`src/lnpc_defs.vh`:
```
// Holds the constants of the link node register block.
// Assumes inclusion by bare name from the block's design file.
`ifndef LNPC_DEFS_VH
`define LNPC_DEFS_VH
// ====================================================
// Register byte addresses
`define LNPC_ADDR_NODE   8'he8
`define LNPC_ADDR_PHY    8'hec
`define LNPC_ADDR_TIME   8'hf0
`define LNPC_ADDR_CTRL   8'hf4
// ====================================================
// Node identity fields
`define LNPC_NV_BIT      31
`define LNPC_ROOT_BIT    30
`define LNPC_CPS_BIT     27
`define LNPC_BUS_HI      15
`define LNPC_BUS_LO      6
`define LNPC_NODE_HI     5
`define LNPC_BUS_RST     10'h3ff
// ====================================================
// PHY access fields
`define LNPC_DONE_BIT    31
`define LNPC_RXA_HI      27
`define LNPC_RXA_LO      24
`define LNPC_RXV_HI      23
`define LNPC_RXV_LO      16
`define LNPC_RD_BIT      15
`define LNPC_WR_BIT      14
`define LNPC_TA_HI       11
`define LNPC_TA_LO       8
`define LNPC_WV_HI       7
// ====================================================
// Time fields and wrap points
`define LNPC_SEC_HI      31
`define LNPC_SEC_LO      25
`define LNPC_CYC_HI      24
`define LNPC_CYC_LO      12
`define LNPC_OFS_HI      11
`define LNPC_OFS_LAST    12'hbff
`define LNPC_CYC_LAST    13'h1f3f
// ====================================================
// Timer control bits
`define LNPC_EN_BIT      0
`define LNPC_MASTER_BIT  1
`define LNPC_SRC_BIT     2
// ====================================================
// Link request frame
`define LNPC_REQ_RD      3'h4
`define LNPC_REQ_WR      3'h5
`define LNPC_LEN_RD      5'h09
`define LNPC_LEN_WR      5'h11
`endif

```
`src/lnpc_regs.v`:
```
// Node identity, PHY register mailbox and cycle timer behind APB.
// Assumes PHY status, reply and cycle start inputs come from logic
// on pclk; only the external cycle tick is an asynchronous pin.
`timescale 1ns/1ps
`include "lnpc_defs.vh"

module lnpc_regs #(
    parameter ADDR_W = 8
) (
    input  wire              pclk,
    input  wire              presetn,
    input  wire              psel,
    input  wire              penable,
    input  wire              pwrite,
    input  wire [ADDR_W-1:0] paddr,
    input  wire [31:0]       pwdata,
    output wire              pready,
    output wire              pslverr,
    output wire [31:0]       prdata,
    input  wire              phy_bus_reset,
    input  wire              phy_node_strobe,
    input  wire [5:0]        phy_node_number,
    input  wire              phy_is_root,
    input  wire              phy_cable_power,
    input  wire              phy_reg_strobe,
    input  wire [3:0]        phy_reg_addr,
    input  wire [7:0]        phy_reg_data,
    output wire              phy_link_request,
    output wire [15:0]       node_id,
    input  wire              offset_tick,
    input  wire              external_tick_input,
    input  wire              rx_cycle_start,
    input  wire [31:0]       rx_cycle_time,
    output wire              tx_cycle_start,
    output wire [31:0]       tx_cycle_time
);

    // ====================================================
    // Serializer states
    localparam [1:0] ST_IDLE  = 2'b01;
    localparam [1:0] ST_SHIFT = 2'b10;

    // ====================================================
    // Storage
    reg        node_valid_flag_q;
    reg        root_q;
    reg        cable_power_ok_flag_q;
    reg [9:0]  bus_id_field_q;
    reg [5:0]  phys_node_field_q;
    reg        phy_read_complete_q;
    reg [3:0]  phy_rx_reg_addr_q;
    reg [7:0]  phy_rx_reg_value_q;
    reg        phy_read_request_q;
    reg        phy_write_request_q;
    reg [3:0]  phy_target_addr_q;
    reg [7:0]  phy_write_value_q;
    reg [6:0]  timer_seconds_field_q;
    reg [12:0] cycle_number_field_q;
    reg [11:0] subcycle_tick_field_q;
    reg        time_count_enable_q;
    reg        timing_master_enable_q;
    reg        external_rollover_select_q;
    reg [31:0] prdata_q;
    reg [1:0]  state_q;
    reg [16:0] shift_q;
    reg [4:0]  left_q;
    reg        lreq_q;
    reg        ext_s1_q;
    reg        ext_s2_q;
    reg        ext_s3_q;
    reg        ext_lvl_q;
    reg        cs_pulse_q;
    reg [31:0] cs_time_q;

    reg [6:0]  sec_d;
    reg [12:0] cyc_d;
    reg [11:0] ofs_d;
    reg [31:0] rd_mux;

    wire        setup_ph;
    wire        write_ph;
    wire        hit_node;
    wire        hit_phy;
    wire        hit_time;
    wire        hit_ctrl;
    wire        hit_any;
    wire        wr_node;
    wire        wr_phy;
    wire        wr_time;
    wire        wr_ctrl;
    wire        sw_rd_set;
    wire        sw_wr_set;
    wire        ext_rise;
    wire        count_tick;
    wire        ofs_last;
    wire        roll;
    wire [31:0] node_word;
    wire [31:0] phy_word;
    wire [31:0] time_word;
    wire [31:0] ctrl_word;

    // ====================================================
    // APB decode; zero wait state, so the answer is ready at access
    assign setup_ph = psel & ~penable;
    assign write_ph = psel & penable & pwrite;
    assign hit_node = (paddr == `LNPC_ADDR_NODE);
    assign hit_phy  = (paddr == `LNPC_ADDR_PHY);
    assign hit_time = (paddr == `LNPC_ADDR_TIME);
    assign hit_ctrl = (paddr == `LNPC_ADDR_CTRL);
    assign hit_any  = hit_node | hit_phy | hit_time | hit_ctrl;
    assign wr_node  = write_ph & hit_node;
    assign wr_phy   = write_ph & hit_phy;
    assign wr_time  = write_ph & hit_time;
    assign wr_ctrl  = write_ph & hit_ctrl;
    assign pready   = 1'b1;
    assign pslverr  = psel & penable & ~hit_any;
    assign prdata   = prdata_q;

    // Only a written one starts a request; zeros never abort one
    assign sw_rd_set = wr_phy & pwdata[`LNPC_RD_BIT];
    assign sw_wr_set = wr_phy & pwdata[`LNPC_WR_BIT];

    // ====================================================
    // Read words; reserved bits stay zero
    assign node_word = {node_valid_flag_q,
                        root_q,
                        2'b00,
                        cable_power_ok_flag_q,
                        11'h000,
                        bus_id_field_q,
                        phys_node_field_q};
    assign phy_word  = {phy_read_complete_q,
                        3'h0,
                        phy_rx_reg_addr_q,
                        phy_rx_reg_value_q,
                        phy_read_request_q,
                        phy_write_request_q,
                        2'b00,
                        phy_target_addr_q,
                        phy_write_value_q};
    assign time_word = {timer_seconds_field_q,
                        cycle_number_field_q,
                        subcycle_tick_field_q};
    assign ctrl_word = {29'h00000000,
                        external_rollover_select_q,
                        timing_master_enable_q,
                        time_count_enable_q};

    assign node_id = {bus_id_field_q, phys_node_field_q};

    // Read multiplexer; unmapped reads return zero
    always @* begin
        rd_mux = 32'h00000000;
        if (hit_node) begin
            rd_mux = node_word;
        end else if (hit_phy) begin
            rd_mux = phy_word;
        end else if (hit_time) begin
            rd_mux = time_word;
        end else if (hit_ctrl) begin
            rd_mux = ctrl_word;
        end
    end

    // Read data is captured in setup so it comes from a flop
    always @(posedge pclk or negedge presetn) begin
        if (!presetn) begin
            prdata_q <= 32'h00000000;
        end else if (setup_ph & ~pwrite) begin
            prdata_q <= rd_mux;
        end
    end

    // ====================================================
    // Node identity
    always @(posedge pclk or negedge presetn) begin
        if (!presetn) begin
            node_valid_flag_q     <= 1'b0;
            root_q                <= 1'b0;
            cable_power_ok_flag_q <= 1'b0;
            bus_id_field_q        <= `LNPC_BUS_RST;
            phys_node_field_q     <= 6'h00;
        end else begin
            cable_power_ok_flag_q <= phy_cable_power;
            // A new number wins over a reset seen in the same cycle
            if (phy_node_strobe) begin
                node_valid_flag_q <= 1'b1;
                phys_node_field_q <= phy_node_number;
            end else if (phy_bus_reset) begin
                node_valid_flag_q <= 1'b0;
            end
            if (phy_bus_reset | phy_node_strobe) begin
                root_q <= phy_is_root;
            end
            if (wr_node) begin
                bus_id_field_q <= pwdata[`LNPC_BUS_HI:`LNPC_BUS_LO];
            end
        end
    end

    // ====================================================
    // PHY mailbox registers
    always @(posedge pclk or negedge presetn) begin
        if (!presetn) begin
            phy_read_complete_q <= 1'b0;
            phy_rx_reg_addr_q   <= 4'h0;
            phy_rx_reg_value_q  <= 8'h00;
            phy_target_addr_q   <= 4'h0;
            phy_write_value_q   <= 8'h00;
        end else begin
            // Reply arriving with a new request still sets the flag
            if (phy_reg_strobe) begin
                phy_read_complete_q <= 1'b1;
                phy_rx_reg_addr_q   <= phy_reg_addr;
                phy_rx_reg_value_q  <= phy_reg_data;
            end else if (sw_rd_set | sw_wr_set) begin
                phy_read_complete_q <= 1'b0;
            end
            if (wr_phy) begin
                phy_target_addr_q <= pwdata[`LNPC_TA_HI:`LNPC_TA_LO];
                phy_write_value_q <= pwdata[`LNPC_WV_HI:0];
            end
        end
    end

    // ====================================================
    // Request serializer: start bit, type, address, data (writes only), stop bit.
    // A request bit stays set until its last bit has left.
    always @(posedge pclk or negedge presetn) begin
        if (!presetn) begin
            state_q             <= ST_IDLE;
            shift_q             <= 17'h00000;
            left_q              <= 5'h00;
            lreq_q              <= 1'b0;
            phy_read_request_q  <= 1'b0;
            phy_write_request_q <= 1'b0;
        end else begin
            case (state_q)
                ST_IDLE: begin
                    lreq_q <= 1'b0;
                    if (sw_rd_set) begin
                        phy_read_request_q <= 1'b1;
                    end
                    if (sw_wr_set) begin
                        phy_write_request_q <= 1'b1;
                    end
                    // Read has priority should both ever be set
                    if (phy_read_request_q) begin
                        shift_q <= {1'b1, `LNPC_REQ_RD, phy_target_addr_q,
                                    1'b0, 8'h00};
                        left_q  <= `LNPC_LEN_RD;
                        state_q <= ST_SHIFT;
                    end else if (phy_write_request_q) begin
                        shift_q <= {1'b1, `LNPC_REQ_WR, phy_target_addr_q,
                                    phy_write_value_q, 1'b0};
                        left_q  <= `LNPC_LEN_WR;
                        state_q <= ST_SHIFT;
                    end
                end
                ST_SHIFT: begin
                    lreq_q  <= shift_q[16];
                    shift_q <= {shift_q[15:0], 1'b0};
                    left_q  <= left_q - 5'h01;
                    if (left_q == 5'h01) begin
                        state_q <= ST_IDLE;
                        if (phy_read_request_q) begin
                            phy_read_request_q <= 1'b0;
                        end else begin
                            phy_write_request_q <= 1'b0;
                        end
                    end
                end
                default: begin
                    state_q <= ST_IDLE;
                end
            endcase
        end
    end

    assign phy_link_request = lreq_q;

    // ====================================================
    // External tick pin: three flops, level accepted when 2 and 3 agree
    always @(posedge pclk or negedge presetn) begin
        if (!presetn) begin
            ext_s1_q  <= 1'b0;
            ext_s2_q  <= 1'b0;
            ext_s3_q  <= 1'b0;
            ext_lvl_q <= 1'b0;
        end else begin
            ext_s1_q <= external_tick_input;
            ext_s2_q <= ext_s1_q;
            ext_s3_q <= ext_s2_q;
            if (ext_s2_q == ext_s3_q) begin
                ext_lvl_q <= ext_s3_q;
            end
        end
    end

    assign ext_rise = (ext_s2_q == ext_s3_q) & ext_s3_q & ~ext_lvl_q;

    // ====================================================
    // Cycle timer next value
    assign count_tick = offset_tick & time_count_enable_q;
    assign ofs_last   = (subcycle_tick_field_q == `LNPC_OFS_LAST);
    assign roll = external_rollover_select_q ? ext_rise
                                             : (count_tick & ofs_last);

    always @* begin
        sec_d = timer_seconds_field_q;
        cyc_d = cycle_number_field_q;
        ofs_d = subcycle_tick_field_q;
        if (external_rollover_select_q & ext_rise) begin
            ofs_d = 12'h000;
        end else if (count_tick) begin
            // Wrap kept even on external source in case a tick is late
            ofs_d = ofs_last ? 12'h000
                             : subcycle_tick_field_q + 12'h001;
        end
        if (roll) begin
            if (cycle_number_field_q == `LNPC_CYC_LAST) begin
                cyc_d = 13'h0000;
                sec_d = timer_seconds_field_q + 7'h01;
            end else begin
                cyc_d = cycle_number_field_q + 13'h0001;
            end
        end
    end

    // Timer registers: software write, then received start, then count
    always @(posedge pclk or negedge presetn) begin
        if (!presetn) begin
            timer_seconds_field_q      <= 7'h00;
            cycle_number_field_q       <= 13'h0000;
            subcycle_tick_field_q      <= 12'h000;
            time_count_enable_q        <= 1'b0;
            timing_master_enable_q     <= 1'b0;
            external_rollover_select_q <= 1'b0;
        end else begin
            if (wr_ctrl) begin
                time_count_enable_q        <= pwdata[`LNPC_EN_BIT];
                timing_master_enable_q     <= pwdata[`LNPC_MASTER_BIT];
                external_rollover_select_q <= pwdata[`LNPC_SRC_BIT];
            end
            if (wr_time) begin
                timer_seconds_field_q <= pwdata[`LNPC_SEC_HI:`LNPC_SEC_LO];
                cycle_number_field_q  <= pwdata[`LNPC_CYC_HI:`LNPC_CYC_LO];
                subcycle_tick_field_q <= pwdata[`LNPC_OFS_HI:0];
            end else if (rx_cycle_start & ~timing_master_enable_q) begin
                timer_seconds_field_q <= rx_cycle_time[`LNPC_SEC_HI:`LNPC_SEC_LO];
                cycle_number_field_q  <= rx_cycle_time[`LNPC_CYC_HI:`LNPC_CYC_LO];
                subcycle_tick_field_q <= rx_cycle_time[`LNPC_OFS_HI:0];
            end else begin
                timer_seconds_field_q <= sec_d;
                cycle_number_field_q  <= cyc_d;
                subcycle_tick_field_q <= ofs_d;
            end
        end
    end

    // ====================================================
    // Cycle start as master: only when the PHY says we are root
    always @(posedge pclk or negedge presetn) begin
        if (!presetn) begin
            cs_pulse_q <= 1'b0;
            cs_time_q  <= 32'h00000000;
        end else begin
            cs_pulse_q <= roll & timing_master_enable_q & root_q & ~wr_time;
            if (roll & timing_master_enable_q & root_q & ~wr_time) begin
                cs_time_q <= {sec_d, cyc_d, ofs_d};
            end
        end
    end

    assign tx_cycle_start = cs_pulse_q;
    assign tx_cycle_time  = cs_time_q;

endmodule // lnpc_regs

```
`config.mk`:
```
export PLATFORM = sky130hd
export DESIGN_NAME = lnpc_regs
export DESIGN_NICKNAME = d
export VERILOG_FILES = /design/src/lnpc_regs.v
export VERILOG_INCLUDE_DIRS = /design/src
export SDC_FILE = /design/constraint.sdc
export NUM_CORES = 1
export LEC_CHECK = 0
export ABC_CLOCK_PERIOD_IN_PS = 4700
export BUFFER_PORTS_ARGS = -buffer_cell sky130_fd_sc_hd__buf_2
export CAP_MARGIN = 20
export CELL_PAD_IN_SITES_DETAIL_PLACEMENT = 0
export CELL_PAD_IN_SITES_GLOBAL_PLACEMENT = 1
export CORE_UTILIZATION = 45
export CTS_BUF_LIST = sky130_fd_sc_hd__clkbuf_8
export DETAILED_ROUTE_END_ITERATION = 7
export PLACE_DENSITY = 0.84
export SLEW_MARGIN = 20
export SYNTH_ARGS = -nofsm -noshare
export SYNTH_HDL_FRONTEND = slang
export SYNTH_SLANG_ARGS = --single-unit
```
`constraint.sdc`:
```
create_clock -name pclk -period 4.7 [get_ports pclk]
set_clock_uncertainty 0.15 [all_clocks]
set_input_delay 0.235 -clock pclk [delete_from_list [all_inputs] [get_ports pclk]]
set_output_delay 0.235 -clock pclk [all_outputs]
set_load 0.05 [all_outputs]
```
==> results of run 1 <==
-- logic make-up (layout without fill, tap and decap cells) --
group                    Yosys count  in the layout  share of synthesized area [%]
adder cells (fa/ha/maj)            8              8                           1.20
multiplexers                      78             78                           10.1
AND/OR/NAND/NOR                  266            266                           16.0
AO/OA/AOI/OAI                    175            175                           15.0
flip-flops                       174            174                           52.2
XOR/XNOR                          20             20                           2.09
buffers and inverters             73            329                           3.47
other                              1              2                         0.0448
-- path summary, 6_finish.rpt --
path                                   start                   endpoint  slack [ns]  cells past startpoint
setup / recovery                    ext_s2_q  subcycle_tick_field_q[10]        1.55                      7
hold / removal             rx_cycle_time[18]    cycle_number_field_q[6]        0.02                      4
setup reg to reg                    ext_s2_q  subcycle_tick_field_q[10]        1.55                      7
hold reg to reg                     ext_s1_q                   ext_s2_q        0.21                      0
max in group asynchronous            presetn          bus_id_field_q[4]        2.99                      3
min in group asynchronous            presetn           tx_cycle_time[0]        0.28                      2
-- power by group through the flow --
stage	clock network [µW]	logic, µW	registers (µW)
2_1_floorplan	0	495	1910
3_3_place_gp	0	845	1820
3_5_place_dp	0	858	1820
4_1_cts	1050	915	1790
5_1_grt	1110	1010	1820
6_report	1030	917	1800
-- critical path: cells and delay by family (launching register included) --
family,cells,cell delay (ns)
buffers and inverters,1,0.56
AND/OR/NAND/NOR,3,0.96
flip-flops,1,0.40
adder cells (fa/ha/maj),1,0.19
AO/OA/AOI/OAI,2,0.83
-- per-stage QoR --
step           cells  hold slack (ns)  power [µW]  area, µm²
2_1_floorplan    795           -0.211        2410       8370
3_3_place_gp    1173            0.182        2660       9510
3_5_place_dp    1173            0.191        2680       9510
4_1_cts         1280          0.00187        3760      10600
5_1_grt         1280          0.00684        3930      10600
6_report        1281           0.0191        3750      10600
-- state kept, by name (all words and copies together) (netlist names), 2 cells and up --
| name | cells |
|---|---|
| left_q | 5 |
| phy_target_addr_q | 4 |
| state_q | 2 |
| phys_node_field_q | 6 |
| cycle_number_field_q | 13 |
| prdata | 32 |
| phy_rx_reg_value_q | 8 |
| bus_id_field_q | 10 |
| tx_cycle_time | 32 |
| timer_seconds_field_q | 7 |
| phy_rx_reg_addr_q | 4 |
| subcycle_tick_field_q | 12 |
| phy_write_value_q | 8 |
| shift_q | 16 |
-- layout by cell type, fill, tap and decap left out, types with 4 or more instances in the layout --
master and instances:
sky130_fd_sc_hd__a211oi_1 10, sky130_fd_sc_hd__a21oi_1 14, sky130_fd_sc_hd__a221oi_1 30, sky130_fd_sc_hd__a222oi_1 4, sky130_fd_sc_hd__a22oi_1 20, sky130_fd_sc_hd__a31oi_1 22
sky130_fd_sc_hd__a41oi_1 4, sky130_fd_sc_hd__buf_2 184, sky130_fd_sc_hd__buf_4 13, sky130_fd_sc_hd__clkbuf_8 17, sky130_fd_sc_hd__dfrtp_1 163, sky130_fd_sc_hd__dfstp_2 11
sky130_fd_sc_hd__dlygate4sd3_1 75, sky130_fd_sc_hd__ha_1 8, sky130_fd_sc_hd__inv_1 26, sky130_fd_sc_hd__mux2_2 51, sky130_fd_sc_hd__mux2i_1 27, sky130_fd_sc_hd__nand2_1 58
sky130_fd_sc_hd__nand2b_1 15, sky130_fd_sc_hd__nand3_1 13, sky130_fd_sc_hd__nand4_1 5, sky130_fd_sc_hd__nor2_1 96, sky130_fd_sc_hd__nor2b_1 17, sky130_fd_sc_hd__nor3_1 16
sky130_fd_sc_hd__nor3_2 4, sky130_fd_sc_hd__nor4_1 5, sky130_fd_sc_hd__o21ai_0 30, sky130_fd_sc_hd__o22ai_1 7, sky130_fd_sc_hd__o31ai_1 8, sky130_fd_sc_hd__or3_1 8
sky130_fd_sc_hd__xnor2_1 8, sky130_fd_sc_hd__xor2_1 12
-- routing by layer --
metal	vias to the layer above	share of wire (%)
met5	-	0
met4	0	2.6
met3	40	6.0
met2	271	49
met1	3525	43
li1	3376	-
-- area by class of cell --
class                      count  area, µm²
clock inverter                15        150
tap                          229        287
clock buffer                  17        234
antenna                        1       2.50
timing repair buffer         273       1780
fill                        1564       7440
sequential                   174       4370
inverter                      24       90.1
multi-input combinational    548       3740
==> run summary, run 1 <==
The flow ran to the end, but the final reports show violations. The final reports fail on DRC. The maximum clock frequency came out at around 320 MHz.

The worst setup path is captured at a register. The data arrival time at the worst-slack endpoint is ~3.4 ns. For this design, the slowest cell found on the critical path is sky130_fd_sc_hd__a21boi_1.

At the end of routability-driven placement, the weighted congestion stood at 0.910. The switching share of power came out at around 34%. Synthesis produced a netlist with a net count of ~910.

Data on the critical path is required at its endpoint by a little under 5 ns. The die covers 19200 µm². The count of mapped cells out of synthesis came out at between 700 and 800. The highest cell delay on the worst timing path is roughly 0.66 ns.

TritonCTS built the clock tree. The core region is around 18000 µm². The post-synthesis async set-or-reset flop share came out at between 90% and 100%. The worst slack at placement came out at ~1.6 ns.

The path class of the tightest hold or removal check is in2reg. The area fraction of the dominant cell type after synthesis came out at around half. The category of the critical setup timing path is reg2reg. The portion of total power attributed to sequential cells is a little under half. For this run, the number of Yosys warnings is 0. The total of cells resized after clock tree synthesis is 0.

In the post-route analysis, the smallest setup slack over all paths is between 1.5 and 2 ns. The overall routing resource usage is around a quarter. The net count reported at finish came out at between 1000 and 1500. The clock-pin transition on the worst setup and hold timing paths came out at ~0.1 ns. The detailed-route wire length per cell is 19.1 µm. Yosys attributes the largest share of cell area to sky130_fd_sc_hd__dfrtp_1, sky130_fd_sc_hd__mux2_2, sky130_fd_sc_hd__nor2_1.

The most common cell in the synthesized netlist is sky130_fd_sc_hd__dfrtp_1. The number of global-route vias before repair came out at around 7300. The worst-case headroom to the max-slew limit is 33.8%. ~190 I/O pins were placed. The area overhead of the layout relative to synthesis came out at 27.2%. The share of total power dissipated in combinational logic is 24.5%. The floorplan step set the die width to roughly 140 µm. Setup violations remaining at the end of the flow were counted as 0. The fraction of met3 tracks used by global routing came out at under 10%.

The power per cell area is 352 nW/µm². The total vias in the final route came out at about 7000. The time the worst path needs with I/O delays and setup came out at around 3.2 ns. The final core utilization is around three fifths.

The peak fanout along the critical path came out at 14. In this run, synthesis produced a sequential element count of approximately 170. The vertical die dimension is between 100 and 150 µm. The net switching power is 1270 µW. The number of remaining DRC errors is 48.

The met2 track demand over resource is a little over two fifths. The first-pass GRT wire length is 38600 µm. The largest net degree at the start of global routing is 97. The pre-antenna-repair detailed-routing pass consisted of 8 iterations. The clock network power share is 27.6%.

The actual slew at the worst max-slew pin came out at between 0.9 and 1 ns. After synthesis, flip-flops and latches occupy between 50% and 60% of the total area. Walking the worst path, the cells encountered are ha_1, and3b_1, nor2_1, a21boi_1, a221oi_1, nor2_1, dlygate4sd3_1.

The most numerous cell type found on the critical path is sky130_fd_sc_hd__nor2_1. The top flip-flop cell by instance count after synthesis is sky130_fd_sc_hd__dfrtp_1. The tree built by TritonCTS fans out to 174 sinks. The number of port buffers is about 190.

The internal power summed over all cells is 2480 µW. The count of buffers added by post-CTS timing repair for setup is 0. The clock buffer count from CTS came out at 17.

The share of layout cells above drive strength 1 came out at about 30%. VDD sags by at most between 150 and 200 µV. The final critical-path share of the clock period is between 60% and 70%.

The post-synthesis cell area is between 8000 and 9000 µm². Clock latency on the worst-skew pair, taken at its later pin, is 0.47 ns. Yosys mapped the design onto between 60 and 70 distinct sky130hd cell types. The half-perimeter wire length after detailed placement is 16900 µm.

The number of flops mapped to enable cells by yosys came out at 0. The commonest cells after synthesis are sky130_fd_sc_hd__dfrtp_1, sky130_fd_sc_hd__nor2_1, sky130_fd_sc_hd__nand2_1. The fraction of met1 tracks used by global routing is between 30 and 40%. The mean cell area of the mapped netlist came out at roughly 11 µm². The static power due to leakage is roughly 0.0049 µW.

Dividing the detail-routed via count by the number of cells gives around 5.6. Of all cell types, the one taking the most synthesized area is sky130_fd_sc_hd__dfrtp_1. The count of max-cap constraint violations came out at 0. No sink is reached through more buffers than the 2 on the longest clock path.

For the final routed database, the setup TNS stands at 0 ns. The maximum level of the CTS H-tree came out at 4. The count of final hold-check violations is 0.

The kind of start point of the critical path is a register. The cts-stage hold buffer count came out at 75. The count of antenna-violating nets left after detailed routing is 0.

The number of rows in the core area came out at 49. The number of max-slew violations in the final report is 0. Setup repair after global routing left no endpoint under its margin. The first-iteration detailed-routing DRC count is approximately 570. The overall routed net length is ~24000 µm. Global routing finished with a remaining overflow of 0. The layer flagged by global routing as most heavily used is met2. The library cell used as clock root buffer is sky130_fd_sc_hd__clkbuf_8. The number of antenna violations at the first check in global routing is 1. The initial core utilization is 46.3%.
Power figures use the tool's default switching activity.
==> run 2: changes to the inputs <==
- ABC_CLOCK_PERIOD_IN_PS: 4700 -> 3260
- CORE_UTILIZATION: 45 -> 43
- PLACE_DENSITY: 0.84 -> 0.81
- clock period: 4.7 -> 3.26 ns (I/O delays scaled with it)
==> run summary, run 2 (synthesized netlist as in run 1, its figures left out) <==
The number of global-route vias before repair is approximately 7400. The worst reg2reg path depth came out at 8. The detailed-routing iteration count for the pre-antenna-repair pass is 6. IR analysis of the VDD net gives a maximum drop of 295 µV.

The count of pins on the block boundary is around 190. The path with the worst hold slack has its endpoint at cycle_number_field_q[11]. Setup repair after global routing left no endpoint under its margin. The required time of the critical path is roughly 3.5 ns. Global routing used 43.0% of the available met2 tracks. The static power due to leakage came out at around 0.0051 µW. The peak fanout along the critical path came out at 12. Leaving out fill and tap cells, the most frequent cell in the layout is sky130_fd_sc_hd__buf_2. The clock buffer count from CTS is 17. The startpoint identified for the worst hold timing path is pwdata[23]. For this design, the sink count on the clock tree is about 170. On the final layout, the worst hold slack is around 0.037 ns. The final core utilization is 58.3%. The half-perimeter wire length after detailed placement is 17700 µm.

Global routing used between 30% and 40% of the available met1 tracks. The count of antenna-violating nets left after detailed routing came out at 0. The worst register-to-register path ends at cycle_number_field_q[10]. The count of antenna diodes in the layout came out at 0.

STA classifies the critical path endpoint as a register. The largest net degree at the start of global routing is 79. At the pin with the least slew margin, the transition time is roughly 0.95 ns. The routing layer with the top usage in global route is met2. The internal reg-to-reg setup slack came out at approximately 0.18 ns.

The initial core utilization came out at between 40% and 50%. The maximum level of the CTS H-tree came out at 4. The deepest clock path buffer count came out at 2. The share of layout cells above drive strength 1 came out at ~30%. The maximum clock frequency came out at roughly 320 MHz. The number of max-slew violations in the final report came out at 0.

The per-cell via count in the routed design is between 5 and 6. The area overhead of the layout relative to synthesis is 31.5%. The clock-pin transition on the worst setup and hold timing paths came out at 0.10 ns. The category of the critical setup timing path is reg2reg. The count of max-cap constraint violations came out at 0. The residual overflow from global routing came out at 0. Measured along the y axis, the die boundary spans around 140 µm. The cell total after placement is about 1200. The first routing iteration left ~500 violations. The overall routing resource usage came out at a little over a quarter. The number of port buffers is about 190. Leaving out fill and tap cells, the most frequent cells in the layout are sky130_fd_sc_hd__buf_2, sky130_fd_sc_hd__dfrtp_1, sky130_fd_sc_hd__nor2_1. The worst setup path is launched from a register. The run finished with clean final reports. In the final routed layout, each cell accounts on average for roughly 19 µm. The number of rows in the core area is 50.

The number of antenna violations at the first check in global routing came out at 0. The core region is ~19000 µm². In the routed design, unresolved DRC markers number 0. The final critical-path share of the clock period is between 90% and 100%.

The first-pass GRT wire length came out at about 40000 µm. The path class of the tightest hold or removal check is in2reg. Measured along the x axis, the die boundary spans ~140 µm. The final layout contains about 1200 nets. TritonCTS built the clock tree.

In the final timing run, aggregate negative setup slack is 0 ns. Once layout is complete, the cells apart from fillers number roughly 1300. The power per cell area came out at 508 nW/µm². The total vias in the final route is 7376. Measured against its own limit, the worst slew margin works out to between 30% and 40%. Along the worst hold path, the cell count comes to 4. The tree is rooted in a sky130_fd_sc_hd__clkbuf_8.

The global placement routability congestion came out at between 0.8 and 0.9. The overall routed net length came out at about 25000 µm. The number of failing setup endpoints in the final timing report came out at 0.

The count of buffers added by post-CTS timing repair for setup came out at 0. The worst-skew pair later-pin latency came out at between 0.4 and 0.5 ns. The data arrival time at the worst-slack endpoint is between 3 and 4 ns.

The time the worst path needs with I/O delays and setup is 3.08 ns. The fraction of met3 tracks used by global routing is between 4 and 5%. The count of final hold-check violations came out at 0. The worst reg2reg path startpoint is subcycle_tick_field_q[0]. The die footprint came out at 20000 µm².
[run 2: where the power goes]
group          leakage [µW]  internal, µW  switching, µW
clock              0.000211           724            903
sequential          0.00211          2390            197
combinational       0.00276           541            829
[run 2: what timing repair did]
item	CTS	global route
endpoints found under the setup margin	0	4
gates resized for setup	0	1
hold buffers	95	0
endpoints found under the hold margin	150	0
[run 2: how the worst max path moves through the flow]
stage | startpoint | endpoint | slack [ns] | cells past startpoint
2_1_floorplan | subcycle_tick_field_q[0] | tx_cycle_time[13] | 0.83 | 7
3_3_place_gp | subcycle_tick_field_q[0] | tx_cycle_time[19] | 0.72 | 7
3_5_place_dp | subcycle_tick_field_q[0] | tx_cycle_time[17] | 0.62 | 8
4_1_cts | ext_s2_q | subcycle_tick_field_q[3] | 0.15 | 7
5_1_grt | subcycle_tick_field_q[0] | cycle_number_field_q[10] | 0.01 | 8
6_report | subcycle_tick_field_q[0] | cycle_number_field_q[10] | 0.18 | 8
[run 2: final cells by class]
class                      count  area (µm²)
fill                        1678        7890
sequential                   174        4370
multi-input combinational    548        3740
timing repair buffer         301        2050
tap                          260         325
clock buffer                  17         234
clock inverter                15         196
inverter                      24        90.1
[run 2: critical path, cell delays in order, from the launching register on]
cell and delay (ns):
sky130_fd_sc_hd__dfrtp_1 0.43, sky130_fd_sc_hd__ha_1 0.19, sky130_fd_sc_hd__nand3_1 0.24, sky130_fd_sc_hd__nor4_4 0.37, sky130_fd_sc_hd__buf_4 0.25, sky130_fd_sc_hd__o21bai_2 0.17, sky130_fd_sc_hd__o41a_1 0.43, sky130_fd_sc_hd__a211oi_1 0.21
sky130_fd_sc_hd__dlygate4sd3_1 0.57
[run 2: per-layer routing]
metal	routed length, µm	up-vias
met3	1460	46
met4	702	0
met1	11000	3612
met5	0	-
met2	12100	289
li1	-	3429
[run 2: through the flow]
step | total power (µW) | cell area (µm²) | worst slack, ns
3_5_place_dp | 3890 | 9620 | 0.624
3_3_place_gp | 3870 | 9620 | 0.717
5_1_grt | 5890 | 11000 | 0.0107
4_1_cts | 5620 | 11000 | 0.150
2_1_floorplan | 3470 | 8370 | 0.831
6_report | 5590 | 11000 | 0.183
